<file path="src/vip_pkg.sv">
package vip_pkg;
	localparam int VIP_LINES = 32;
	localparam int VIP_SLOTS = 16;
	localparam int VIP_EXT = 8;
	localparam int VIP_AW = 12;
	// Fixed line positions
	localparam int VIP_LINE_WATCHDOG = 0;
	localparam int VIP_LINE_SPARE = 1;
	localparam int VIP_LINE_COMM_RX = 2;
	localparam int VIP_LINE_COMM_TX = 3;
	localparam int VIP_LINE_EXT0 = 7;
	localparam int VIP_LINE_RTC = 15;
	// Register offsets
	localparam logic [11:0] VIP_IRQ_STATUS = 12'h000;
	localparam logic [11:0] VIP_FIQ_STATUS = 12'h004;
	localparam logic [11:0] VIP_RAW_STATUS = 12'h008;
	localparam logic [11:0] VIP_TYPE_SELECT = 12'h00C;
	localparam logic [11:0] VIP_LINE_ENABLE = 12'h010;
	localparam logic [11:0] VIP_LINE_DISABLE = 12'h014;
	localparam logic [11:0] VIP_SOFT_RAISE = 12'h018;
	localparam logic [11:0] VIP_SOFT_CLEAR = 12'h01C;
	localparam logic [11:0] VIP_CURRENT_VECTOR = 12'h030;
	localparam logic [11:0] VIP_DEFAULT_VECTOR = 12'h034;
	localparam logic [11:0] VIP_EVENT_STATUS = 12'h040;
	localparam logic [11:0] VIP_EVENT_CLEAR = 12'h044;
	localparam logic [11:0] VIP_EVENT_ENABLE = 12'h048;
	localparam logic [3:0] VIP_SLOT_ADDR_PAGE = 4'h1;
	localparam logic [3:0] VIP_SLOT_CTRL_PAGE = 4'h2;
	// Slot control fields
	localparam int VIP_CTRL_EN_BIT = 5;
	localparam int VIP_SRC_W = 5;
	// Slot page address fields
	localparam int VIP_IDX_LSB = 2;
	localparam int VIP_IDX_MSB = 5;
	localparam int VIP_GAP_LSB = 6;
	localparam int VIP_GAP_MSB = 7;
	localparam int VIP_PAGE_LSB = 8;
	localparam int VIP_PAGE_MSB = 11;
	// Priority levels: 0..15 vectored, 16 default, 17 idle
	localparam logic [4:0] VIP_LVL_DEF = 5'h10;
	localparam logic [4:0] VIP_LVL_NONE = 5'h11;
	localparam int VIP_SVC_W = 17;
	// Event status bits
	localparam int VIP_EVT_START = 0;
	localparam int VIP_EVT_END = 1;
	localparam int VIP_EVT_BAD = 2;
	localparam int VIP_EVT_W = 3;

	typedef struct packed {
		logic [11:0] addr;
		logic [31:0] wdata;
		logic wr;
		logic rd;
	} vip_bus_t;

	typedef struct packed {
		logic en;
		logic [4:0] src;
	} vip_slot_ctrl_t;
endpackage

</file>
<file path="src/vip_controller.sv">
// Added by the designer: the plain strobed port and the address map.
module vip_controller
	import vip_pkg::*;
(
	input wire logic clk_sys,
	input wire logic rst_n,
	input wire vip_bus_t bus,
	output logic [31:0] rdata,
	input wire logic [31:0] periph_irq,
	input wire logic [VIP_EXT-1:0] ext_irq_pin,
	output logic irq_out,
	output logic fiq_out,
	output logic event_irq
);

	// Pin synchroniser and agreement filter
	logic [VIP_EXT-1:0] ext_s1, ext_s2, ext_s3, ext_level;
	logic [VIP_EXT-1:0] next_ext_level;

	// Programmable state
	logic [31:0] type_sel, next_type_sel;
	logic [31:0] line_en, next_line_en;
	logic [31:0] soft_req, next_soft_req;
	logic [31:0] def_addr, next_def_addr;
	logic [31:0] slot_addr [VIP_SLOTS];
	logic [31:0] next_slot_addr [VIP_SLOTS];
	vip_slot_ctrl_t slot_ctrl [VIP_SLOTS];
	vip_slot_ctrl_t next_slot_ctrl [VIP_SLOTS];
	logic [VIP_SVC_W-1:0] in_service, next_in_service;
	logic [VIP_EVT_W-1:0] evt_stat, next_evt_stat;
	logic [VIP_EVT_W-1:0] evt_en, next_evt_en;
	logic [31:0] next_rdata;
	logic next_irq_out, next_fiq_out, next_event_irq;

	// Derived combinational values
	logic [31:0] raw_lines, irq_stat, fiq_stat, bound;
	logic [VIP_SLOTS-1:0] slot_hit;
	logic [4:0] win_lvl, act_lvl;
	logic irq_req;
	logic [3:0] slot_idx;
	logic slot_page_ok;
	logic is_cur, is_slot_a, is_slot_c, mapped;

	// Three-stage pin capture
	always_ff @(posedge clk_sys or negedge rst_n) begin
		if (!rst_n) begin
			ext_s1 <= '0;
			ext_s2 <= '0;
			ext_s3 <= '0;
			ext_level <= '0;
		end else begin
			ext_s1 <= ext_irq_pin;
			ext_s2 <= ext_s1;
			ext_s3 <= ext_s2;
			ext_level <= next_ext_level;
		end
	end

	// Level changes only once two stages agree
	always_comb begin
		next_ext_level = ext_level;
		for (int i = 0; i < VIP_EXT; i++) begin
			if (ext_s2[i] == ext_s3[i])
				next_ext_level[i] = ext_s3[i];
		end
	end

	// Line assembly with fixed positions
	always_comb begin
		raw_lines = periph_irq;
		raw_lines[VIP_LINE_SPARE] = 1'b0; // Spare line is software only
		for (int i = 0; i < VIP_EXT; i++)
			raw_lines[VIP_LINE_EXT0 + i] = ext_level[i];
		raw_lines = raw_lines | soft_req;
		irq_stat = raw_lines & line_en & ~type_sel;
		fiq_stat = raw_lines & line_en & type_sel;
	end

	// Hardware arbitration
	always_comb begin
		// Slot bindings and pending hits
		bound = '0;
		slot_hit = '0;
		for (int i = 0; i < VIP_SLOTS; i++) begin
			if (slot_ctrl[i].en) begin
				bound[slot_ctrl[i].src] = 1'b1;
				slot_hit[i] = irq_stat[slot_ctrl[i].src];
			end
		end
		// Best pending level
		win_lvl = VIP_LVL_NONE;
		if (|(irq_stat & ~bound))
			win_lvl = VIP_LVL_DEF;
		for (int i = VIP_SLOTS - 1; i >= 0; i--) begin
			if (slot_hit[i])
				win_lvl = 5'(i);
		end
		// Highest level in service
		act_lvl = VIP_LVL_NONE;
		for (int i = VIP_SVC_W - 1; i >= 0; i--) begin
			if (in_service[i])
				act_lvl = 5'(i);
		end
		irq_req = win_lvl < act_lvl;
	end

	// Address decode
	always_comb begin
		slot_idx = bus.addr[VIP_IDX_MSB:VIP_IDX_LSB];
		slot_page_ok = bus.addr[VIP_GAP_MSB:VIP_GAP_LSB] == '0;
		is_cur = bus.addr == VIP_CURRENT_VECTOR;
		is_slot_a = slot_page_ok
			&& bus.addr[VIP_PAGE_MSB:VIP_PAGE_LSB] == VIP_SLOT_ADDR_PAGE;
		is_slot_c = slot_page_ok
			&& bus.addr[VIP_PAGE_MSB:VIP_PAGE_LSB] == VIP_SLOT_CTRL_PAGE;
		// Known register offsets
		case (bus.addr)
			VIP_IRQ_STATUS, VIP_FIQ_STATUS, VIP_RAW_STATUS,
			VIP_TYPE_SELECT, VIP_LINE_ENABLE, VIP_LINE_DISABLE,
			VIP_SOFT_RAISE, VIP_SOFT_CLEAR, VIP_CURRENT_VECTOR,
			VIP_DEFAULT_VECTOR, VIP_EVENT_STATUS, VIP_EVENT_CLEAR,
			VIP_EVENT_ENABLE: mapped = 1'b1;
			default: mapped = is_slot_a || is_slot_c;
		endcase
	end

	// Configuration register writes
	always_comb begin
		next_type_sel = type_sel;
		next_line_en = line_en;
		next_soft_req = soft_req;
		next_def_addr = def_addr;
		next_evt_en = evt_en;
		for (int i = 0; i < VIP_SLOTS; i++) begin
			next_slot_addr[i] = slot_addr[i];
			next_slot_ctrl[i] = slot_ctrl[i];
		end
		if (bus.wr) begin
			case (bus.addr)
				VIP_TYPE_SELECT: next_type_sel = bus.wdata;
				VIP_LINE_ENABLE: next_line_en = line_en | bus.wdata;
				VIP_LINE_DISABLE: next_line_en = line_en & ~bus.wdata;
				VIP_SOFT_RAISE: next_soft_req = soft_req | bus.wdata;
				VIP_SOFT_CLEAR: next_soft_req = soft_req & ~bus.wdata;
				VIP_DEFAULT_VECTOR: next_def_addr = bus.wdata;
				VIP_EVENT_ENABLE: next_evt_en = bus.wdata[VIP_EVT_W-1:0];
				default: begin
					if (is_slot_a)
						next_slot_addr[slot_idx] = bus.wdata;
					if (is_slot_c) begin
						next_slot_ctrl[slot_idx].en =
							bus.wdata[VIP_CTRL_EN_BIT];
						next_slot_ctrl[slot_idx].src =
							bus.wdata[VIP_SRC_W-1:0];
					end
				end
			endcase
		end
	end

	// Configuration registers
	always_ff @(posedge clk_sys or negedge rst_n) begin
		if (!rst_n) begin
			type_sel <= '0;
			line_en <= '0;
			soft_req <= '0;
			def_addr <= '0;
			evt_en <= '0;
			for (int i = 0; i < VIP_SLOTS; i++) begin
				slot_addr[i] <= '0;
				slot_ctrl[i] <= '0;
			end
		end else begin
			type_sel <= next_type_sel;
			line_en <= next_line_en;
			soft_req <= next_soft_req;
			def_addr <= next_def_addr;
			evt_en <= next_evt_en;
			for (int i = 0; i < VIP_SLOTS; i++) begin
				slot_addr[i] <= next_slot_addr[i];
				slot_ctrl[i] <= next_slot_ctrl[i];
			end
		end
	end

	// Service tracking: read acknowledges, write ends
	always_comb begin
		next_in_service = in_service;
		// Acknowledge marks the winner's level
		if (bus.rd && is_cur && irq_req)
			next_in_service[win_lvl] = 1'b1;
		// End of service frees the highest active level
		if (bus.wr && is_cur) begin
			for (int i = 0; i < VIP_SVC_W; i++) begin
				if (5'(i) == act_lvl)
					next_in_service[i] = 1'b0;
			end
		end
	end

	// Service stack register
	always_ff @(posedge clk_sys or negedge rst_n) begin
		if (!rst_n)
			in_service <= '0;
		else
			in_service <= next_in_service;
	end

	// Read data, valid the cycle after the strobe
	always_comb begin
		next_rdata = '0;
		if (bus.rd) begin
			case (bus.addr)
				VIP_IRQ_STATUS: next_rdata = irq_stat;
				VIP_FIQ_STATUS: next_rdata = fiq_stat;
				VIP_RAW_STATUS: next_rdata = raw_lines;
				VIP_TYPE_SELECT: next_rdata = type_sel;
				VIP_LINE_ENABLE: next_rdata = line_en;
				VIP_SOFT_RAISE: next_rdata = soft_req;
				VIP_DEFAULT_VECTOR: next_rdata = def_addr;
				VIP_EVENT_STATUS: next_rdata = 32'(evt_stat);
				VIP_EVENT_ENABLE: next_rdata = 32'(evt_en);
				VIP_CURRENT_VECTOR: begin
					if (irq_req && win_lvl < VIP_LVL_DEF)
						next_rdata = slot_addr[win_lvl[3:0]];
					else
						next_rdata = def_addr;
				end
				default: begin
					if (is_slot_a)
						next_rdata = slot_addr[slot_idx];
					if (is_slot_c)
						next_rdata = 32'({slot_ctrl[slot_idx].en,
							slot_ctrl[slot_idx].src});
				end
			endcase
		end
	end

	// Sticky events, set beats clear
	always_comb begin
		next_evt_stat = evt_stat;
		if (bus.wr && bus.addr == VIP_EVENT_CLEAR)
			next_evt_stat = evt_stat & ~bus.wdata[VIP_EVT_W-1:0];
		if (bus.rd && is_cur && irq_req)
			next_evt_stat[VIP_EVT_START] = 1'b1;
		if (bus.wr && is_cur && |in_service)
			next_evt_stat[VIP_EVT_END] = 1'b1;
		if ((bus.wr || bus.rd) && !mapped)
			next_evt_stat[VIP_EVT_BAD] = 1'b1;
		next_event_irq = |(next_evt_stat & evt_en);
	end

	// Core request outputs
	always_comb begin
		next_irq_out = irq_req;
		next_fiq_out = |fiq_stat;
	end

	// Read data register, zero outside the read slot
	always_ff @(posedge clk_sys or negedge rst_n) begin
		if (!rst_n)
			rdata <= '0;
		else
			rdata <= next_rdata;
	end

	// Event status and its interrupt
	always_ff @(posedge clk_sys or negedge rst_n) begin
		if (!rst_n) begin
			evt_stat <= '0;
			event_irq <= 1'b0;
		end else begin
			evt_stat <= next_evt_stat;
			event_irq <= next_event_irq;
		end
	end

	// Core request lines
	always_ff @(posedge clk_sys or negedge rst_n) begin
		if (!rst_n) begin
			irq_out <= 1'b0;
			fiq_out <= 1'b0;
		end else begin
			irq_out <= next_irq_out;
			fiq_out <= next_fiq_out;
		end
	end

endmodule // vip_controller

</file>
<file path="config.mk">
export PLATFORM = sky130hd
export DESIGN_NAME = vip_controller
export DESIGN_NICKNAME = d
export VERILOG_FILES = /design/src/vip_pkg.sv /design/src/vip_controller.sv
export SDC_FILE = /design/constraint.sdc
export NUM_CORES = 2
export LEC_CHECK = 0
export BUFFER_PORTS_ARGS = -buffer_cell sky130_fd_sc_hd__buf_4
export CAP_MARGIN = 40
export CORE_UTILIZATION = 45
export CTS_CLUSTER_DIAMETER = 150
export DETAILED_ROUTE_END_ITERATION = 10
export REMOVE_ABC_BUFFERS = 1
export SYNTH_ARGS = -nofsm -noshare
export SYNTH_HDL_FRONTEND = slang
export SYNTH_SLANG_ARGS = --single-unit
export TNS_END_PERCENT = 10
</file>
<file path="constraint.sdc">
create_clock -name clk_sys -period 10.2 [get_ports clk_sys]
set_input_delay 1.02 -clock clk_sys [delete_from_list [all_inputs] [get_ports clk_sys]]
set_output_delay 1.02 -clock clk_sys [all_outputs]
set_load 0.005 [all_outputs]
</file>
Word-level counts from Yosys, hierarchy flattened. Index checks and enable logic that the tools add are counted.

Register bits after elaboration: 826. Bits in latches: 0. Bits in writable memories: 0. Memory bits (read-only): 0. Input port bits: 88. Output and inout port bits: 35. Word-level logic and storage cells: 410. Memories kept: 0.

Add/sub/neg operators: 0. Multipliers: 0. Div/mod/pow operators: 0. $lt $le $gt $ge: 39. Equality and inequality tests: 38. Shift-type cells: 0. Multiplexer cells: 181. Bitwise operators: 34. Reductions and logical operators: 48.

Operators with widths (count): $mux W32 (25); $or A32 B32 Y32 (18); $bwmux W512 (1); $pmux W32 S10 (1); $bmux W32 S4 (2); $and A32 B32 Y32 (6); $bwmux W96 (2); $mux W5 (33); $demux W32 S4 (1); $pmux W32 S2 (2); $lt A5 B6 Y1 const B (17); $not A32 Y32 (3); $demux W1 S5 (17); $ge A5 B1 Y1 const B (17); $bmux W1 S5 (16); $mux W1 (72); $reduce_or A32 Y1 (2); $demux W6 S4 (2); $eq A12 B5 Y1 const B (4); $eq A4 B5 Y1 const A (8); $eq A12 B7 Y1 const B (3); $mux W17 (2); $logic_and A1 B1 Y1 (27); $bmux W6 S4 (1); other kinds (33) (58).

Depth between registers and ports, before layout.
Depth after elaboration: 63. Gate-level depth with buffers: 28. Gate-level depth less buffers: 21.

Least setup slack after synthesis. No wires, ideal clock.

Path type: input -> register. From: in periph_irq[6]. To: reg rdata[18]. Library setup time: 148 ps. Arrival: 5737 ps. Required time: 10052 ps. Slack: 4315 ps. Stages on the path: 26. Path buffers: 5. Path through: o21ai_2 > nor2_1 > mux4_2 > mux2_2 > or3_1 > nor4bb_1 > nor3_1 > nor2b_1 > o21bai_1 > clkbuf_1 > clkbuf_1 > inv_1 > ha_1 > a21oi_1 > nor2b_1 > o21ai_0 > nand2b_1 > or3_1 > o22a_1 > buf_6 > inv_4 > a21oi_2 > buf_6 > buf_2 > a21oi_1 > o32ai_2.

Elaborated cells between the ends (all ways): 80. Those cells by class: 2 x order compare; 71 x mux; 5 x bitwise; 2 x reduce/logical.

RTL lines: start: declaration (RTL line vip_controller.sv:9) `input wire logic [31:0] periph_irq,`; $or A32 B32 Y32 (*) (RTL line vip_controller.sv:74) `raw_lines = raw_lines | soft_req;`; $and A32 B32 Y32 (*) (2 in a row) (RTL line vip_controller.sv:75) `irq_stat = raw_lines & line_en & ~type_sel;`; $bmux W1 S5 / $and A32 B32 Y32 (equally long branches) (RTL line vip_controller.sv:87, vip_controller.sv:92); $mux W1 (implied by the code) / $reduce_or A32 Y1 (equally long branches) (RTL line vip_controller.sv:87, vip_controller.sv:92); $mux W1 (on tied branches) (RTL line vip_controller.sv:85, vip_controller.sv:92); $mux W5 (15 in a row) (RTL line vip_controller.sv:95) `if (slot_hit[i])`; $mux W5 (*) (RTL line vip_controller.sv:95); $lt A5 B5 Y1 (*) (RTL line vip_controller.sv:104) `irq_req = win_lvl < act_lvl;`; via irq_req (RTL line vip_controller.sv:39) `logic irq_req;`; $logic_and A1 B1 Y1 (*) (RTL line vip_controller.sv:224) `if (irq_req && win_lvl < VIP_LVL_DEF)`; $mux W32 (*) (RTL line vip_controller.sv:224); $pmux W32 S10 (*) (RTL line vip_controller.sv:213) `case (bus.addr)`; $mux W32 (*) (RTL line vip_controller.sv:212) `if (bus.rd) begin`; via next_rdata[18] (RTL line vip_controller.sv:32) `logic [31:0] next_rdata;`; end signal: assignment (RTL line vip_controller.sv:265) `rdata <= next_rdata;`; end: declaration (RTL line vip_controller.sv:8) `output logic [31:0] rdata,`.

Mark *: on every way through the listed nets, which the timed path passes. The rest lies on a longest branch. The select of a mux whose other input is x is not followed. A chain may end at the register's enable or synchronous reset.

Worst setup path in the final report.
From: reg ext_level[0]. To: reg rdata[17].

Elaborated cells between the ends (all ways): 80. Those cells by class: 2 x order compare; 71 x mux; 5 x bitwise; 2 x reduce/logical.

RTL lines: start: declaration (RTL line vip_controller.sv:17) `logic [VIP_EXT-1:0] ext_s1, ext_s2, ext_s3, ext_level;`; start signal: assignment (RTL line vip_controller.sv:55) `ext_level <= next_ext_level;`; $or A32 B32 Y32 (*) (RTL line vip_controller.sv:74); $and A32 B32 Y32 (*) (2 in a row) (RTL line vip_controller.sv:75); $bmux W1 S5 / $and A32 B32 Y32 (equally long branches) (RTL line vip_controller.sv:87, vip_controller.sv:92); $mux W1 (implied by the code) / $reduce_or A32 Y1 (equally long branches) (RTL line vip_controller.sv:87, vip_controller.sv:92); $mux W1 (on tied branches) (RTL line vip_controller.sv:85, vip_controller.sv:92); $mux W5 (15 in a row) (RTL line vip_controller.sv:95); $mux W5 (*) (RTL line vip_controller.sv:95); $lt A5 B5 Y1 (*) (RTL line vip_controller.sv:104); via irq_req (RTL line vip_controller.sv:39); $logic_and A1 B1 Y1 (*) (RTL line vip_controller.sv:224); $mux W32 (*) (RTL line vip_controller.sv:224); $pmux W32 S10 (*) (RTL line vip_controller.sv:213); $mux W32 (*) (RTL line vip_controller.sv:212); via next_rdata[17] (RTL line vip_controller.sv:32).

Marks and branches as above.

==> out/qor.yml <==
timing:
  fmax_mhz: 135.4
  hold_viol: 0
  rsz0062_at_grt: "false"
  drv_slew: 0
  max_slew.worst_pin.slew_ns: 1.086
  finalSetupViolCount: 0
  slew_headroom_pct: 27.60
  min_period_ns: 7.384
  setup-tns-final_ns: 0
  fin_skew_ns: 0.03800
  min_period_over_period_pct: 72.39
die:
  io_pins: 123
  fp.coreArea_sq_um: 115000
  die_x_um: 343.6
  start_util_pct: 45.67
  die_h_um: 343.6
  die_area_sq_um: 118100
  fp-row-count: 124
synth:
  synth_mux_area_share_pct: 30.64
  ys_ff_latch: 826
  ys.flop_type: "dfrtp_1"
  synth_edf_count: 0
  avgSynthCellArea_sq_um: 11.02
  synth-simple-area-share_pct: 10.95
  syn_inst: 4764
  yosys.area_share.adder_pct: 0.2478
  synth_compound_area_share_pct: 14.28
  synthArstFlopShare_pct: 100.0
  netlist_area_sq_um: 52510
  yosysWarnings: 0
  synth_seq_area_share_pct: 39.36
  synth_xor_area_share_pct: 0
  ys_types: 95
  synth_top_family_by_area: "multiplexers"
power_and_ir_drop:
  clkPwrFrac_pct: 46.5
  combPwrFrac_pct: 8.7
  total_power_uw: 7560
  power.density_nw_per_um2: 129.3
  leakage_uw: 0.02506
  pwr-share-seq_pct: 44.8
  p_sw_uw: 2012
  ir_worst_vdd_mv: 0.1463
  swShare_pct: 26.61
  internal-power_uw: 5548
drt:
  drc: 0
  dr.pass1.iters: 9
  wl_per_cell_um: 40.54
  vias: 46920
  viasPerCell: 7.494
  ant_nets: 0
  drt-total-wl_mm: 253.8
  drtIter0Drc: 6497
clock_tree:
  cts_tree: "built"
  worst_skew_pair.late_latency_ns: 0.72
  cts_max_level: 3
  cts_buffer_depth: 3
  cts_hold_buf: 0
  cts_root_buf: "clkbuf_16"
  cts_made_buffers: 93
  cts.sinks: 826
  post_cts_resized: 0
  post_cts.repair.setup_buffers: 0
  path_clk_slew_ns: 0.06
place:
  port_buffers: 113
  hpwl_mm: 168.9
  place.gp.congestion: 1.108
  dp_cells: 6075
grt:
  grt_max_degree: 163
  antenna_found_initial: 24
  grt_use_total_pct: 42.64
  grt_pass1_wl_mm: 354.6
  grt_overflow_total: 0
  grt_pass1_vias: 44950
layout:
  final_cells: 6261
  nFillCells: 10320
  syn_to_final_growth_pct: 11.37
  drive_gt1_share_pct: 32.43
  nets: 4752
  final_core_util_pct: 50.87
critical_path:
  crit_path_start_kind: "flip-flop"
  worstSetupPathType: "flip-flop to flip-flop"
  worst-path-max-fanout: 17
  worstPathRequired_ns: 10.75
  endpoint_kind: "flip-flop"
  arrival_ns: 7.93
flow_run:
  maxCapViolations: 0
run_status:
  status: "completed"
min_path:
  hp-class: "input port to async pin"
==> path summary, 6_finish.rpt <==
| path | from | endpoint | slack (ns) | depth (start not counted) |
|---|---|---|---|---|
| max | ext_level[0] | rdata[17] | 2.82 | 23 |
| max reg2reg | ext_level[0] | rdata[17] | 2.82 | 23 |
| max in group asynchronous | rst_n | slot_addr[293] | 7.84 | 3 |
| min reg2reg | ext_s1[0] | ext_s2[0] | 0.35 | 0 |
| min in group clk_sys | ext_s1[0] | ext_s2[0] | 0.35 | 0 |
| min | rst_n | ext_s3[6] | 0.30 | 1 |
==> final cells by class <==
class | instances | area (sq um) | area share, %
timing repair buffer | 311 | 2700 | 4.617
inverter | 83 | 319.1 | 0.5456
clock buffer | 133 | 2678 | 4.579
clock inverter | 42 | 511.7 | 0.8751
tap | 1512 | 1892 | 3.235
multi-input combinational | 3345 | 29680 | 50.76
antenna | 9 | 22.52 | 0.03851
sequential | 826 | 20670 | 35.35
==> flip-flops by register name, summed over array words and instances, names as in the netlist, named ones only <==
| register | cells |
|---|---|
| def_addr | 32 |
| event_irq | 1 |
| evt_en | 3 |
| evt_stat | 3 |
| ext_level | 8 |
| ext_s1 | 8 |
| ext_s2 | 8 |
| ext_s3 | 8 |
| fiq_out | 1 |
| in_service | 17 |
| irq_out | 1 |
| rdata | 32 |
| slot_addr | 512 |
| slot_ctrl | 96 |
| type_sel | 32 |
==> synthesized netlist by cell type (all sizes together) (9+ instances only) <==
| master | number | area [sq um] |
|---|---|---|
| dfrtp | 826 | 20670 |
| mux2 | 681 | 7669 |
| clkbuf | 353 | 1325 |
| mux2i | 263 | 2633 |
| mux4 | 257 | 5788 |
| o22ai | 253 | 1583 |
| nor2 | 223 | 859.6 |
| a21oi | 212 | 1069 |
| nand2 | 179 | 671.9 |
| buf | 157 | 728.2 |
| nor3 | 147 | 747.0 |
| o21ai | 144 | 777.0 |
| a221oi | 89 | 785.8 |
| a31oi | 81 | 506.7 |
| inv | 78 | 295.3 |
| nand2b | 69 | 431.7 |
| nor4 | 63 | 406.6 |
| a2111oi | 47 | 419.2 |
| nand3 | 47 | 235.2 |
| nand4b | 45 | 394.1 |
| o32ai | 42 | 427.9 |
| nand4 | 41 | 271.5 |
| a211oi | 35 | 262.8 |
| o211ai | 29 | 217.7 |
| or2 | 26 | 162.7 |
| or4bb | 24 | 270.3 |
| and3 | 23 | 143.9 |
| o2111ai | 21 | 183.9 |
| nor3b | 20 | 150.1 |
| or3 | 19 | 118.9 |
| nand3b | 17 | 127.6 |
| nor2b | 17 | 106.4 |
| o21bai | 16 | 120.1 |
| o22a | 16 | 140.1 |
| or4 | 16 | 120.1 |
| nand4bb | 15 | 168.9 |
| a222oi | 13 | 130.1 |
| o31ai | 13 | 102.6 |
| or4b | 13 | 130.1 |
| a22o | 11 | 96.34 |
| a22oi | 10 | 75.07 |
| o41ai | 10 | 87.58 |
| nor4b | 9 | 85.08 |
| o21a | 9 | 67.56 |
| o221ai | 9 | 78.83 |
==> per-stage QoR <==
stage	hold WS (ns)	setup slack, ns	instance area (sq um)
4_1_cts	0.3145	3.146	58430
3_5_place_dp	0.3347	2.756	55240
5_1_grt	0.3436	2.653	58460
2_1_floorplan	0.3312	-2.103	50460
3_3_place_gp	0.3342	2.573	54730
6_report	0.3014	2.816	58480
==> per-layer routing <==
metal / vias up / GRT usage (%) / routed length [um]
li1: 18400 / - / -
met1: 24080 / 55.57 / 96890
met2: 3482 / 60.26 / 105800
met3: 932 / 15.06 / 31700
met4: 26 / 26.56 / 19110
met5: - / 0.8814 / 365
==> cells in the final DEF, fill, tap and decap left out, types with 17 or more instances in the layout <==
cell type  netlist  final
dfrtp_1        826    823
mux2_2         681    681
buf_4            9    274
mux2i_1        263    263
mux4_2         257    257
o22ai_1        253    253
a21oi_1        210    208
nor2_1         216    200
nand2_1        179    165
nor3_1         146    143
o21ai_0        117    116
clkbuf_16        0     93
a221oi_1        88     88
a31oi_1         81     81
inv_1           75     75
nand2b_1        69     69
nor4_1          61     60
nand4b_1        45     45
a2111oi_0       45     45
nand3_1         47     44
nand4_1         40     40
a211oi_1        35     35
o32ai_1         34     34
o211ai_1        29     29
or2_2           24     24
or4bb_1         24     24
and3_1          23     23
clkinv_2         0     23
o2111ai_1       21     21
clkbuf_8         0     21
clkbuf_1       353     20
or3_1           19     19
nor3b_1         20     19
nor2_2           6     17
nand3b_1        17     17
nor2b_1         17     17
==> critical path: stages, from the launching register on <==
cell and delay, ns:
dfrtp_1 0.52, o21ai_2 0.46, nor2_1 0.35, buf_4 0.33, mux4_2 0.47, mux4_2 0.48, o2111a_1 0.27, nand3b_1 0.39
nor3_1 0.62, nand2_1 0.22, or2_2 0.42, inv_1 0.27, ha_1 0.30, o21ai_0 0.08, nand2b_1 0.10, or3_1 0.31
o22a_1 0.20, buf_4 0.22, inv_4 0.13, a21oi_4 0.13, buf_16 0.21, buf_4 0.19, a221oi_2 0.34, o32ai_2 0.13
==> power by group through the flow <==
| stage | Sequential (uW) | Clock, uW | Combinational (uW) |
|---|---|---|---|
| after floorplan | 3420 | 0 | 336 |
| after global placement | 3440 | 0 | 629 |
| after detailed placement | 3440 | 0 | 645 |
| after CTS | 3380 | 3550 | 646 |
| after global routing | 3390 | 3670 | 685 |
| final | 3380 | 3510 | 661 |
==> cell families after synthesis <==
logic type / count (synthesis)
AO/OA/AOI/OAI: 1100
adder cells (fa/ha/maj): 12
multiplexers: 1201
buffers and inverters: 593
flip-flops: 826
AND/OR/NAND/NOR: 1032
Power figures use the tool's default switching activity.
